<file path="src/inc/dpmi_defines.svh">
`ifndef DPMI_DEFINES_SVH
`define DPMI_DEFINES_SVH

// Number of media ports
`define DPMI_NPORTS 2
// Data nibble width on the media pins
`define DPMI_NIB_W 4
// Transmit FIFO shape: nibble plus end-of-frame flag
`define DPMI_FIFO_WIDTH 5
`define DPMI_FIFO_DEPTH 16
// Clock rates in MHz
`define DPMI_CLK_SYS_MHZ 50
`define DPMI_BASE_CLK_MHZ 25
`define DPMI_RMII_CLK_MHZ 50
// Base clock half period in core cycles
`define DPMI_BASE_HALF (`DPMI_CLK_SYS_MHZ / (2 * `DPMI_BASE_CLK_MHZ))
// Width of the base clock divider counter
`define DPMI_DIV_W 2

`endif

</file>
<file path="src/inc/dpmi_pkg.sv">
package dpmi_pkg;
`include "dpmi_defines.svh"

    // Transmit sequencer per port
    typedef enum logic [1:0] {
        DPMI_TX_IDLE,   // Ready to fetch the next nibble
        DPMI_TX_HIGH,   // Reduced mode: upper dibit still to send
        DPMI_TX_GAP     // One idle step after a frame end
    } dpmi_tx_st_t;

    // Two-stage level synchroniser
    typedef struct packed {
        logic stage1;   // Metastable stage, read by stage2 only
        logic stage2;   // Settled level
    } dpmi_sync_st_t;

    // Whole state of the media interface core
    typedef struct packed {
        logic [`DPMI_DIV_W-1:0]                         div_cnt;
        logic                                           base_clk;
        logic                                           rmii_clk_en;
        dpmi_tx_st_t [`DPMI_NPORTS-1:0]                 tx_st;
        logic [`DPMI_NPORTS-1:0]                        tx_last;
        logic [`DPMI_NPORTS-1:0][`DPMI_NIB_W-1:0]       tx_nib;
        logic [`DPMI_NPORTS-1:0][`DPMI_NIB_W-1:0]       tx_d;
        logic [`DPMI_NPORTS-1:0]                        tx_en;
        logic [`DPMI_NPORTS-1:0]                        txclk_q;
        logic [`DPMI_NPORTS-1:0]                        rxclk_q;
        logic [`DPMI_NPORTS-1:0]                        rx_dv_q;
        logic [`DPMI_NPORTS-1:0]                        rx_half;
        logic [`DPMI_NPORTS-1:0][1:0]                   rx_low;
        logic [`DPMI_NPORTS-1:0][`DPMI_NIB_W-1:0]       rx_d;
        logic [`DPMI_NPORTS-1:0]                        rx_v;
        logic [`DPMI_NPORTS-1:0]                        rx_end;
        logic [`DPMI_NPORTS-1:0]                        crs;
        logic [`DPMI_NPORTS-1:0]                        col;
        logic [`DPMI_NPORTS-1:0]                        led;
    } dpmi_core_st_t;

endpackage : dpmi_pkg

</file>
<file path="src/verilog/dpmi_sync2.sv">
`timescale 1ns/1ns
module dpmi_sync2
    import dpmi_pkg::*;
(
    input  wire logic clk_sys,
    input  wire logic rst_n,
    input  wire logic async_in,
    output logic      sync_out
);
    dpmi_sync_st_t st_ff;   // Both stages
    dpmi_sync_st_t nxt_st;  // Next stages

    // Shift the level through two flops; stage1 feeds stage2 only
    always_comb begin
        nxt_st        = st_ff;
        nxt_st.stage1 = async_in;
        nxt_st.stage2 = st_ff.stage1;
    end

    // Synchronous reset to a known low level
    always_ff @(posedge clk_sys) begin
        if (!rst_n) begin
            st_ff <= '0;
        end else begin
            st_ff <= nxt_st;
        end
    end

    assign sync_out = st_ff.stage2;
endmodule : dpmi_sync2

</file>
<file path="src/verilog/dpmi_fifo.sv">
`timescale 1ns/1ns
module dpmi_fifo
    import dpmi_pkg::*;
#(
    parameter int WIDTH = `DPMI_FIFO_WIDTH,
    parameter int DEPTH = `DPMI_FIFO_DEPTH
)(
    input  wire logic             clk_sys,
    input  wire logic             rst_n,
    input  wire logic [WIDTH-1:0] in_data,
    input  wire logic             in_valid,
    output logic                  in_ready,
    output logic      [WIDTH-1:0] out_data,
    output logic                  out_valid,
    input  wire logic             out_ready
);
    localparam int AW = $clog2(DEPTH);
    localparam int CW = $clog2(DEPTH + 1);
    localparam logic [CW-1:0] FULL_CNT = CW'(DEPTH);

    // Storage, pointers, fill level and registered flags
    typedef struct packed {
        logic [DEPTH-1:0][WIDTH-1:0] mem;
        logic [AW-1:0]               wr_ptr;
        logic [AW-1:0]               rd_ptr;
        logic [CW-1:0]               count;
        logic                        room;   // Not full
        logic                        avail;  // Not empty
    } dpmi_fifo_st_t;

    dpmi_fifo_st_t st_ff;   // Current state
    dpmi_fifo_st_t nxt_st;  // Next state
    logic          push;    // Word accepted this cycle
    logic          pop;     // Word drained this cycle

    // Flags are registered so that both ready and valid come from flops
    always_comb begin
        nxt_st = st_ff;
        push   = in_valid & st_ff.room;
        pop    = out_ready & st_ff.avail;
        if (push) begin
            nxt_st.mem[st_ff.wr_ptr] = in_data;
            nxt_st.wr_ptr            = AW'(st_ff.wr_ptr + 1'b1);
        end
        if (pop) begin
            nxt_st.rd_ptr = AW'(st_ff.rd_ptr + 1'b1);
        end
        // Simultaneous push and pop leave the level unchanged
        nxt_st.count = CW'(st_ff.count + {{(CW-1){1'b0}}, push}
                           - {{(CW-1){1'b0}}, pop});
        nxt_st.room  = (nxt_st.count != FULL_CNT);
        nxt_st.avail = (nxt_st.count != '0);
    end

    // Synchronous reset empties the buffer
    always_ff @(posedge clk_sys) begin
        if (!rst_n) begin
            st_ff <= '0;
        end else begin
            st_ff <= nxt_st;
        end
    end

    assign in_ready  = st_ff.room;
    assign out_valid = st_ff.avail;
    assign out_data  = st_ff.mem[st_ff.rd_ptr];
endmodule : dpmi_fifo

</file>
<file path="src/verilog/dpmi_media_if.sv">
`timescale 1ns/1ns
module dpmi_media_if
    import dpmi_pkg::*;
(
    input  wire logic                                     clk_sys,
    input  wire logic                                     rst_n,
    input  wire logic [`DPMI_NPORTS-1:0]                  port_rmii_mode,
    output logic                                          rmii_ref_clock_out_en,
    output logic                                          phy_base_clock_out,
    input  wire logic [`DPMI_NPORTS-1:0]                  port_link_up_in,
    output logic      [`DPMI_NPORTS-1:0]                  port_activity_led_out,
    input  wire logic                                     port1_tx_clock_in,
    input  wire logic                                     port2_tx_clock_in,
    input  wire logic                                     port1_rx_clock_in,
    input  wire logic                                     port2_rx_clock_in,
    output logic      [`DPMI_NIB_W-1:0]                   port1_tx_data,
    output logic      [`DPMI_NIB_W-1:0]                   port2_tx_data,
    output logic                                          port1_tx_enable,
    output logic                                          port2_tx_enable,
    input  wire logic [`DPMI_NIB_W-1:0]                   port1_rx_data,
    input  wire logic [`DPMI_NIB_W-1:0]                   port2_rx_data,
    input  wire logic                                     port1_rx_valid,
    input  wire logic                                     port2_rx_valid,
    input  wire logic                                     port1_carrier_sense,
    input  wire logic                                     port2_carrier_sense,
    input  wire logic                                     port1_collision,
    input  wire logic                                     port2_collision,
    input  wire logic [`DPMI_NPORTS-1:0][`DPMI_NIB_W-1:0] tx_in_data,
    input  wire logic [`DPMI_NPORTS-1:0]                  tx_in_last,
    input  wire logic [`DPMI_NPORTS-1:0]                  tx_in_valid,
    output logic      [`DPMI_NPORTS-1:0]                  tx_in_ready,
    output logic      [`DPMI_NPORTS-1:0][`DPMI_NIB_W-1:0] rx_out_data,
    output logic      [`DPMI_NPORTS-1:0]                  rx_out_valid,
    output logic      [`DPMI_NPORTS-1:0]                  rx_out_end,
    output logic      [`DPMI_NPORTS-1:0]                  port_carrier_out,
    output logic      [`DPMI_NPORTS-1:0]                  port_collision_out
);
    localparam int N = `DPMI_NPORTS;
    localparam int FW = `DPMI_FIFO_WIDTH;
    localparam logic [`DPMI_DIV_W-1:0] BASE_LAST = `DPMI_DIV_W'(`DPMI_BASE_HALF - 1);

    dpmi_core_st_t          st_ff;     // Current core state
    dpmi_core_st_t          nxt_st;    // Next core state
    logic [N-1:0]           link;      // Synchronised link level
    logic [N-1:0]           txclk;     // PHY transmit clocks as samples
    logic [N-1:0]           rxclk;     // PHY receive clocks as samples
    logic [N-1:0]           rxdv;      // Receive data valid pins
    logic [N-1:0]           crs_in;    // Carrier sense pins
    logic [N-1:0]           col_in;    // Collision pins
    logic [N-1:0][3:0]      rxd;       // Receive data pins
    logic [N-1:0][FW-1:0]   fifo_dout; // Head word: {last, nibble}
    logic [N-1:0]           fifo_vld;  // Head word present
    logic [N-1:0]           pop;       // Take head word now
    logic [N-1:0]           tx_stb;    // Transmit timing step
    logic [N-1:0]           rx_stb;    // Receive timing step

    // Gather the per-port pins into indexed vectors
    assign txclk  = {port2_tx_clock_in, port1_tx_clock_in};
    assign rxclk  = {port2_rx_clock_in, port1_rx_clock_in};
    assign rxdv   = {port2_rx_valid, port1_rx_valid};
    assign crs_in = {port2_carrier_sense, port1_carrier_sense};
    assign col_in = {port2_collision, port1_collision};
    assign rxd    = {port2_rx_data, port1_rx_data};

    // Per-port link synchroniser and transmit buffer
    for (genvar g = 0; g < N; g++) begin : g_port
        // Link pin is asynchronous to the core; never read it raw
        dpmi_sync2 u_link_sync (
            .clk_sys  (clk_sys),
            .rst_n    (rst_n),
            .async_in (port_link_up_in[g]),
            .sync_out (link[g])
        );

        // Buffer absorbs bursts; ready drops when 16 nibbles wait
        dpmi_fifo #(
            .WIDTH (FW),
            .DEPTH (`DPMI_FIFO_DEPTH)
        ) u_tx_fifo (
            .clk_sys   (clk_sys),
            .rst_n     (rst_n),
            .in_data   ({tx_in_last[g], tx_in_data[g]}),
            .in_valid  (tx_in_valid[g]),
            .in_ready  (tx_in_ready[g]),
            .out_data  (fifo_dout[g]),
            .out_valid (fifo_vld[g]),
            .out_ready (pop[g])
        );
    end

    // Core next-state logic for clocks and both ports
    always_comb begin
        nxt_st = st_ff;
        pop    = '0;
        tx_stb = '0;
        rx_stb = '0;

        // 25 MHz base clock by dividing the 50 MHz core clock
        if (st_ff.div_cnt == BASE_LAST) begin
            nxt_st.div_cnt  = '0;
            nxt_st.base_clk = ~st_ff.base_clk;
        end else begin
            nxt_st.div_cnt = `DPMI_DIV_W'(st_ff.div_cnt + 1'b1);
        end

        // The core clock is the PLL's 50 MHz; one enable forwards it
        // to the single reference pin shared by both ports
        nxt_st.rmii_clk_en = |port_rmii_mode;

        for (int p = 0; p < N; p++) begin
            // Reduced mode steps every core cycle; full mode steps on
            // each rising edge of the PHY-made clock
            nxt_st.txclk_q[p] = txclk[p];
            nxt_st.rxclk_q[p] = rxclk[p];
            tx_stb[p] = port_rmii_mode[p] | (txclk[p] & ~st_ff.txclk_q[p]);
            rx_stb[p] = port_rmii_mode[p] | (rxclk[p] & ~st_ff.rxclk_q[p]);

            // Transmit: link down kills the frame at once
            if (!link[p]) begin
                nxt_st.tx_st[p] = DPMI_TX_IDLE;
                nxt_st.tx_en[p] = 1'b0;
                nxt_st.tx_d[p]  = '0;
            end else if (tx_stb[p]) begin
                unique case (st_ff.tx_st[p])
                    DPMI_TX_IDLE: begin
                        if (fifo_vld[p]) begin
                            pop[p]            = 1'b1;
                            nxt_st.tx_nib[p]  = fifo_dout[p][3:0];
                            nxt_st.tx_last[p] = fifo_dout[p][FW-1];
                            nxt_st.tx_en[p]   = 1'b1;
                            if (port_rmii_mode[p]) begin
                                // Low dibit first, upper pins held low
                                nxt_st.tx_d[p]  = {2'b00, fifo_dout[p][1:0]};
                                nxt_st.tx_st[p] = DPMI_TX_HIGH;
                            end else begin
                                // Full nibble per transmit clock
                                nxt_st.tx_d[p]  = fifo_dout[p][3:0];
                                nxt_st.tx_st[p] = fifo_dout[p][FW-1] ? DPMI_TX_GAP
                                                                     : DPMI_TX_IDLE;
                            end
                        end else begin
                            // Underrun ends the enable; nothing to show
                            nxt_st.tx_en[p] = 1'b0;
                            nxt_st.tx_d[p]  = '0;
                        end
                    end
                    DPMI_TX_HIGH: begin
                        // Upper dibit of the held nibble
                        nxt_st.tx_d[p]  = {2'b00, st_ff.tx_nib[p][3:2]};
                        nxt_st.tx_en[p] = 1'b1;
                        nxt_st.tx_st[p] = st_ff.tx_last[p] ? DPMI_TX_GAP : DPMI_TX_IDLE;
                    end
                    DPMI_TX_GAP: begin
                        // One step with enable low splits frames
                        nxt_st.tx_en[p] = 1'b0;
                        nxt_st.tx_d[p]  = '0;
                        nxt_st.tx_st[p] = DPMI_TX_IDLE;
                    end
                    default: begin
                        // Unused code: recover quietly
                        nxt_st.tx_en[p] = 1'b0;
                        nxt_st.tx_d[p]  = '0;
                        nxt_st.tx_st[p] = DPMI_TX_IDLE;
                    end
                endcase
            end

            // Receive pulses last one cycle
            nxt_st.rx_v[p]   = 1'b0;
            nxt_st.rx_end[p] = 1'b0;
            if (rx_stb[p]) begin
                nxt_st.rx_dv_q[p] = rxdv[p];
                if (rxdv[p]) begin
                    if (port_rmii_mode[p]) begin
                        // Two dibits on bits 0 and 1 build one nibble
                        if (!st_ff.rx_half[p]) begin
                            nxt_st.rx_low[p]  = rxd[p][1:0];
                            nxt_st.rx_half[p] = 1'b1;
                        end else begin
                            nxt_st.rx_d[p]    = {rxd[p][1:0], st_ff.rx_low[p]};
                            nxt_st.rx_v[p]    = 1'b1;
                            nxt_st.rx_half[p] = 1'b0;
                        end
                    end else begin
                        nxt_st.rx_d[p] = rxd[p];
                        nxt_st.rx_v[p] = 1'b1;
                    end
                end else begin
                    // Stray half nibble at frame end is dropped
                    nxt_st.rx_half[p] = 1'b0;
                    nxt_st.rx_end[p]  = st_ff.rx_dv_q[p];
                end
            end

            // Medium state; collision has no pin in reduced mode
            nxt_st.crs[p] = crs_in[p];
            nxt_st.col[p] = col_in[p] & ~port_rmii_mode[p];
            // Steady level, so no blink filtering is needed
            nxt_st.led[p] = link[p];
        end
    end

    // Register the whole core state, synchronous active-low reset
    always_ff @(posedge clk_sys) begin
        if (!rst_n) begin
            st_ff <= '0;
        end else begin
            st_ff <= nxt_st;
        end
    end

    // Every output straight from a flop
    assign rmii_ref_clock_out_en = st_ff.rmii_clk_en;
    assign phy_base_clock_out    = st_ff.base_clk;
    assign port_activity_led_out = st_ff.led;
    assign port1_tx_data         = st_ff.tx_d[0];
    assign port2_tx_data         = st_ff.tx_d[1];
    assign port1_tx_enable       = st_ff.tx_en[0];
    assign port2_tx_enable       = st_ff.tx_en[1];
    assign rx_out_data           = st_ff.rx_d;
    assign rx_out_valid          = st_ff.rx_v;
    assign rx_out_end            = st_ff.rx_end;
    assign port_carrier_out      = st_ff.crs;
    assign port_collision_out    = st_ff.col;

    for (genvar q = 0; q < N; q++) begin : g_chk

    end
endmodule : dpmi_media_if

</file>
<file path="config.mk">
export PLATFORM = sky130hd
export DESIGN_NAME = dpmi_media_if
export DESIGN_NICKNAME = d
export VERILOG_FILES = /design/src/inc/dpmi_pkg.sv /design/src/verilog/dpmi_sync2.sv /design/src/verilog/dpmi_fifo.sv /design/src/verilog/dpmi_media_if.sv
export VERILOG_INCLUDE_DIRS = /design/src /design/src/inc
export SDC_FILE = /design/constraint.sdc
export NUM_CORES = 1
export LEC_CHECK = 0
export BUFFER_PORTS_ARGS = -buffer_cell sky130_fd_sc_hd__buf_4
export CAP_MARGIN = 20
export CORE_MARGIN = 2
export CORE_UTILIZATION = 35
export CTS_CLUSTER_DIAMETER = 30
export DETAILED_ROUTE_END_ITERATION = 10
export GPL_TIMING_DRIVEN = 0
export PLACE_DENSITY = 0.52
export RECOVER_POWER = 50
export SYNTH_ARGS = -nofsm -noshare
export SYNTH_HDL_FRONTEND = slang
export SYNTH_SLANG_ARGS = --single-unit
</file>
<file path="constraint.sdc">
create_clock -name clk_sys -period 4.24 [get_ports clk_sys]
set_input_delay 0.212 -clock clk_sys [delete_from_list [all_inputs] [get_ports clk_sys]]
set_output_delay 0.212 -clock clk_sys [all_outputs]
set_load 0.02 [all_outputs]
</file>
# ---- Yosys cells after proc, flatten, opt, wreduce, memory -nomap -nowiden
# Index checks and enable logic that the tools add are counted.
dict set report word_totals {
  regBits 252
  output_inout_bits 32
  in_bits 36
  word_cells 202
}
dict set report classes {
  n_lt_le_gt_ge 6
  bitwise 26
  reduce_logical 25
  n_addsub 9
  mux 50
  eq_ne 10
}
# op count
set ops {}
lappend ops {{$bwmux 80} 2}
lappend ops {{$bmux 5 s4} 2}
lappend ops {{$demux 5 s4} 2}
lappend ops {{$mux 4} 8}
lappend ops {{$lt 4x5->1 const B} 4}
lappend ops {{$mux 5} 4}
lappend ops {{$mux 1} 18}
lappend ops {{$add 4x1->4 const B} 4}
lappend ops {{$mux 2} 8}
lappend ops {{$pmux 4 s2} 2}
lappend ops {{$reduce_and 4->1} 4}
lappend ops {{$not 1->1} 12}
lappend ops {{$reduce_and 2->1} 6}
lappend ops {{$reduce_and 3->1} 4}
lappend ops {{$add 5x1->5} 2}
lappend ops {{$and 1x1->1} 10}
lappend ops {{$ne 5x5->1 const B} 2}
lappend ops {{$reduce_bool 5->1} 2}
lappend ops {{$sub 5x1->5} 2}
lappend ops {{$ge 4x1->1 const B} 2}
lappend ops {{$ne 2x1->1 const B} 4}
lappend ops {{$pmux 2 s2} 2}
lappend ops {{$logic_not 2->1} 3}
lappend ops {{$reduce_or 3->1} 2}
lappend ops {{other kinds (7)} 15}

# ---- Longest topological paths before layout
dict set report logic_depth {
  depth_word 8
  depth_mapped 11
  depth_no_buf 11
}

# ---- Modules after synthesis
# A second synthesis with hierarchy kept.
dict set report hier_totals {
  hier_cells 1213
  hier_area_um2 11014.3
}
# module area_per_inst_um2 instances cells_each seq_area_each_um2
set by_module_without_submodules {}
lappend by_module_without_submodules {dpmi_fifo 4274.1 2 472 1901.8}
lappend by_module_without_submodules {dpmi_media_if 2361.0 1 261 1081.0}
lappend by_module_without_submodules {dpmi_sync2 52.6 2 4 40.0}

# ---- Worst setup path before layout
# Ideal clock, no wire load.
dict set report synth_timing {
  kind {input to register}
  from {in port_rmii_mode[1]}
  to {reg g_port[1].u_tx_fifo.st_ff, in the netlist g_port[1].u_tx_fifo.out_valid}
  required_time_ns 4.107
  path_stages 11
  setup_ns 0.133
  path_buffers 1
  path_slack_ns 1.529
  arrival_time_ns 2.578
  path_cell_list {clkbuf_1 o211ai_1 inv_1 ha_1 inv_1 ha_1 fa_1 a21o_1 a21oi_1 xor2_1 a31oi_1}
}
dict set report synth_between {
  elab_chain_cells 6
}
# element line_no
set synth_lines {}
lappend synth_lines {{start: declaration} dpmi_media_if.sv:7} ;# input wire logic [`DPMI_NPORTS-1:0] port_rmii_mode,
lappend synth_lines {{$or 1x1->1} dpmi_media_if.sv:115} ;# tx_stb[p] = port_rmii_mode[p] | (txclk[p] & ~st_ff.txclk_q[p]);
lappend synth_lines {{$mux 1} dpmi_media_if.sv:123} ;# end else if (tx_stb[p]) begin
lappend synth_lines {{$mux 1} dpmi_media_if.sv:119} ;# if (!link[p]) begin
lappend synth_lines {{$and 1x1->1} dpmi_fifo.sv:40} ;# pop = out_ready & st_ff.avail;
lappend synth_lines {{via g_port[1].u_tx_fifo.pop} dpmi_fifo.sv:34} ;# logic pop;
lappend synth_lines {{$sub 5x1->5} dpmi_fifo.sv:50} ;# - {{(CW-1){1'b0}}, pop});
lappend synth_lines {{$reduce_bool 5->1} dpmi_fifo.sv:52} ;# nxt_st.avail = (nxt_st.count != '0);
lappend synth_lines {{end signal: assignment} dpmi_fifo.sv:60} ;# st_ff <= nxt_st;
lappend synth_lines {{end: declaration} dpmi_fifo.sv:31} ;# dpmi_fifo_st_t st_ff;
# The timed path passes the listed nets, and every way through them passes these cells.
# A chain may end at the register's enable or synchronous reset.

# ---- Worst setup path after layout
dict set report layout_timing {
  from {in port1_tx_clock_in}
  to {reg g_port[0].u_tx_fifo.st_ff, in the netlist g_port[0].u_tx_fifo.out_valid}
}
dict set report layout_between {
  elab_chain_cells 7
}
# element line_no
set layout_lines {}
lappend layout_lines {{start: declaration} dpmi_media_if.sv:12} ;# input wire logic port1_tx_clock_in,
lappend layout_lines {{$and 1x1->1} dpmi_media_if.sv:115}
lappend layout_lines {{$or 1x1->1} dpmi_media_if.sv:115}
lappend layout_lines {{$mux 1} dpmi_media_if.sv:123}
lappend layout_lines {{$mux 1} dpmi_media_if.sv:119}
lappend layout_lines {{$and 1x1->1} dpmi_fifo.sv:40}
lappend layout_lines {{via g_port[0].u_tx_fifo.pop} dpmi_fifo.sv:34}
lappend layout_lines {{$sub 5x1->5} dpmi_fifo.sv:50}
lappend layout_lines {{$reduce_bool 5->1} dpmi_fifo.sv:52}
lappend layout_lines {{end signal: assignment} dpmi_fifo.sv:60}
lappend layout_lines {{end: declaration} dpmi_fifo.sv:31}
# The timed path passes the listed nets, and every way through them passes these cells.

==> run summary <==
## Outcome
- finished, final reports clean — outcome

## Timing
- 0.297 GHz — maximum achievable frequency
- 29.0 ps — Worst Hold Margin
- 22.7 ps — largest clock skew in the final design
- 0 — total setup violations reported at the end of the flow
- false — unrepaired setup endpoints after global routing
- 874 ps — setup slack of the critical path after layout
- 3370 ps — time the final worst path needs with I/O delays and setup
- 31.1% — worst-case headroom to the max-slew limit
- 0 ps — setup TNS after final layout
- 1030 ps — actual slew at the worst max-slew pin
- 79.4% — final period utilization
- 0 — number of hold violations in the final report
- 0 — Final Max Tran Viols

## Global routing
- 8905 — via count of the first global-routing pass
- 18.9% — Tot GR Track Use
- 0 — initial antenna violation count
- 49500 um — wire length of the first global-routing pass
- 14 — pin count of the biggest net entering global routing
- 0 — Congestion Overflow GR

## Power
- 299 uV — worst supply voltage drop on vdd
- 5.39 nW — leakage power summed over all cells
- 554 mW/mm2 — areal power density over the cells
- 5.75 mW — Internal
- 25.5% — switching fraction of total power
- 1.96 mW — NetSw
- 55.1% — proportion of power drawn by the clock network
- 12.2% — Gate power share
- 32.7% — sequential group share of total power

## Place
- 1060 ps — worst setup slack before clock tree synthesis
- 65 — count of buffers from port buffering
- 21500 um — placed wire-length estimate after detailed placement
- 0.796 — final RePlAce weighted congestion

## Clock network
- 248 — TritonCTS Sinks
- 53 — clock buffer count from CTS
- sky130_fd_sc_hd__clkbuf_16 — root buffer cell
- 2 — H-Tree Level Count
- 3 — buffer levels on the longest clock path
- 0 — PostCTS Resize Cnt
- 0 — Post CTS Setup Buffer Count
- 26 — number of hold buffers added after cts
- built — clock tree from TritonCTS
- 540 ps — clock latency on the worst-skew pair
- 50 ps — clock slew seen by the registers of the worst setup and hold paths

## Finish
- 2920 — Fill cells
- 0 — number of diodes added for antenna fixing
- 27.2% — P&R area growth vs syn
- 15.0% — ratio of cells with drive above 1 in the final layout
- 1379 — Total Nets Final

## Synth
- 43 — number of different library cells in the post-synthesis netlist
- 0 — Post-synth EDFFs
- 9.32 um2 — synthesized area per cell
- 45.4% — Seq/Total Area, Yosys
- sky130_fd_sc_hd__dfxtp_1, sky130_fd_sc_hd__nand2_1, sky130_fd_sc_hd__a21oi_1 — top cells by instance count after synthesis
- 0 — total of warnings raised by yosys
- sky130_fd_sc_hd__dfxtp_1, sky130_fd_sc_hd__mux4_2, sky130_fd_sc_hd__mux2i_1 — leading cell types by total area after synthesis
- 1174 — Syn Inst Count
- 0% — proportion of register bits with asynchronous set or reset after synthesis
- 0.0109 mm2 — post-synthesis cell area
- sky130_fd_sc_hd__dfxtp_1 — cell accounting for the most synthesized area
- 1233 — net count after synthesis
- 45.4% — area share of the largest cell type after synthesis
- 248 — number of synthesized register bits
- sky130_fd_sc_hd__dfxtp_1 — library cell with the highest instance count after synthesis
- sky130_fd_sc_hd__dfxtp_1 — predominant post-synthesis flop cell

## Detailed routing
- 0 — Final ANT Viol Nets
- 31400 um — Routed Wire Length
- 17.8 um — routed length per placed instance
- 5.12 — post-detailed-route via-to-cell ratio
- 5 — drt pass-1 iters
- 0 — drc violations
- 447 — DRT iter0 DRCs
- 9005 — count of vias placed by the detailed router

## Floorplanning
- 181 um — vertical die dimension
- 0.0327 mm2 — area enclosed by the die boundary
- 0.0307 mm2 — Placeable Area
- 64 — standard-cell rows
- 35.7% — starting density of the core
- 181 um — horizontal die dimension
- 68 — number of I/O pins

## Setup path
- st_ff[28] — worst flop-to-flop path startpoint
- dlygate4sd3_1 -> clkbuf_4 -> nor2b_1 -> o211ai_1 -> inv_1 -> ha_1 -> inv_1 -> ha_1 -> fa_1 -> a21o_1 -> a21oi_1 -> xor2_1 -> a31oi_1 — CP Cell Sequence
- 11 — worst reg-to-reg path cell count
- in -> reg — path type of the worst setup path
- 820 ps — longest individual stage delay on the worst path
- 4 — critical path buffer and inverter count
- 3750 ps — arrival time worst endpoint
- flop — kind of end point of the critical path
- 10 — maximum fanout along the worst path
- compound AO/OA/AOI/OAI gates — cell family with the largest share of critical-path delay
- sky130_fd_sc_hd__o211ai_1 — standard cell with the maximum stage delay on the critical path
- 1020 ps — register-to-register path setup slack
- port1_tx_clock_in — timing startpoint of the critical path
- 13 — path length in cells of the critical path
- primary input — Startpoint Class
- 4630 ps — Data required, critical path

## Hold path
- in -> reg — Hold Crit Class
- port2_rx_data[3] — Hold Crit Start
- 4 — number of cells on the worst hold path

## Job
- 0 — max capacitance violation total

==> kinds of logic (layout without fill, tap and decap cells) <==
family          after synthesis  after routing  share of synthesized area [%]
mux                         134            134                           17.9
simple gates                332            332                           13.2
flops                       248            248                           45.4
fa+ha+maj                    23             23                           2.77
compound gates              283            283                           13.4
xor+xnor                     21             21                           1.68
buf+inv                     133            322                           5.72
==> per-stage QoR <==
step | cell area (um2) | cells | power (mW) | utilization [%]
floorplan | 10900 | 1174 | 3.22 | -
global placement | 11900 | 1635 | 3.48 | 38.9
detailed placement | 11900 | 1635 | 3.49 | 38.9
CTS | 14100 | 1759 | 7.79 | 45.8
global route | 13900 | 1759 | 8.00 | 45.4
finish | 13900 | 1759 | 7.72 | 45.4
==> state kept, by name (all words and copies together), names as in the netlist, 4 cells and up <==
name and cells:
st_ff 24, rx_out_data 8, port2_tx_data 4, port1_tx_data 4, g_port.u_tx_fifo.st_ff 186
==> power groups by stage <==
stage	Sequential (mW)	Clock [mW]	Combinational, mW
6_report	2.52	4.25	0.940
5_1_grt	2.54	4.42	1.04
4_1_cts	2.52	4.31	0.957
3_5_place_dp	2.56	0	0.930
3_3_place_gp	2.57	0	0.916
2_1_floorplan	2.54	0	0.674
==> final timing paths <==
path	endpoint
max	g_port[0].u_tx_fifo.out_valid
min	rx_out_data[7]
max reg2reg	g_port[0].u_tx_fifo.out_valid
min reg2reg	rx_out_end[0]
==> cell type report <==
class	count	area [um2]	area share (%)
Buffer	100	502	3.60
Tap cell	396	495	3.56
Inverter	33	124	0.890
Clock buffer	66	1460	10.5
Timing Repair Buffer	91	624	4.48
Sequential cell	248	4960	35.7
Multi-Input combinational cell	793	5350	38.4
Clock inverter	32	407	2.92
==> cell usage in the layout, fill, tap and decap left out, types with 5 or more instances in the layout <==
cell type and instances:
sky130_fd_sc_hd__dfxtp_1 248, sky130_fd_sc_hd__nand2_1 136, sky130_fd_sc_hd__a21oi_1 134, sky130_fd_sc_hd__o21ai_0 125, sky130_fd_sc_hd__nor2_1 118, sky130_fd_sc_hd__clkbuf_1 103
sky130_fd_sc_hd__mux2i_1 80, sky130_fd_sc_hd__buf_4 54, sky130_fd_sc_hd__clkbuf_16 54, sky130_fd_sc_hd__mux4_2 38, sky130_fd_sc_hd__inv_1 32, sky130_fd_sc_hd__dlygate4sd3_1 26
sky130_fd_sc_hd__ha_1 21, sky130_fd_sc_hd__nand3_1 20, sky130_fd_sc_hd__and2_1 15, sky130_fd_sc_hd__xor2_1 14, sky130_fd_sc_hd__clkinv_2 12, sky130_fd_sc_hd__nor3_1 8
sky130_fd_sc_hd__mux4_1 8, sky130_fd_sc_hd__mux2_2 8, sky130_fd_sc_hd__bufinv_16 8, sky130_fd_sc_hd__xnor2_1 7, sky130_fd_sc_hd__clkbuf_4 7, sky130_fd_sc_hd__and3b_1 6
sky130_fd_sc_hd__a31oi_1 6, sky130_fd_sc_hd__clkbuf_8 6, sky130_fd_sc_hd__and2_0 5, sky130_fd_sc_hd__or3_1 5, sky130_fd_sc_hd__clkinvlp_4 5
==> metal layers <==
metal	share of wire [%]	up-vias	global-route usage, %
li1	-	4378	-
met1	46	4334	25.2
met2	47	241	31.9
met3	5.1	52	2.82
met4	2.0	0	5.45
met5	0	-	0
==> worst min-delay path, delay by kind of cell <==
family                 cells  cell delay, ps
multiplexers               2             180
buffers and inverters      1              80
AND/OR/NAND/NOR            1              70
No activity file was read; power rests on OpenSTA's default activity.
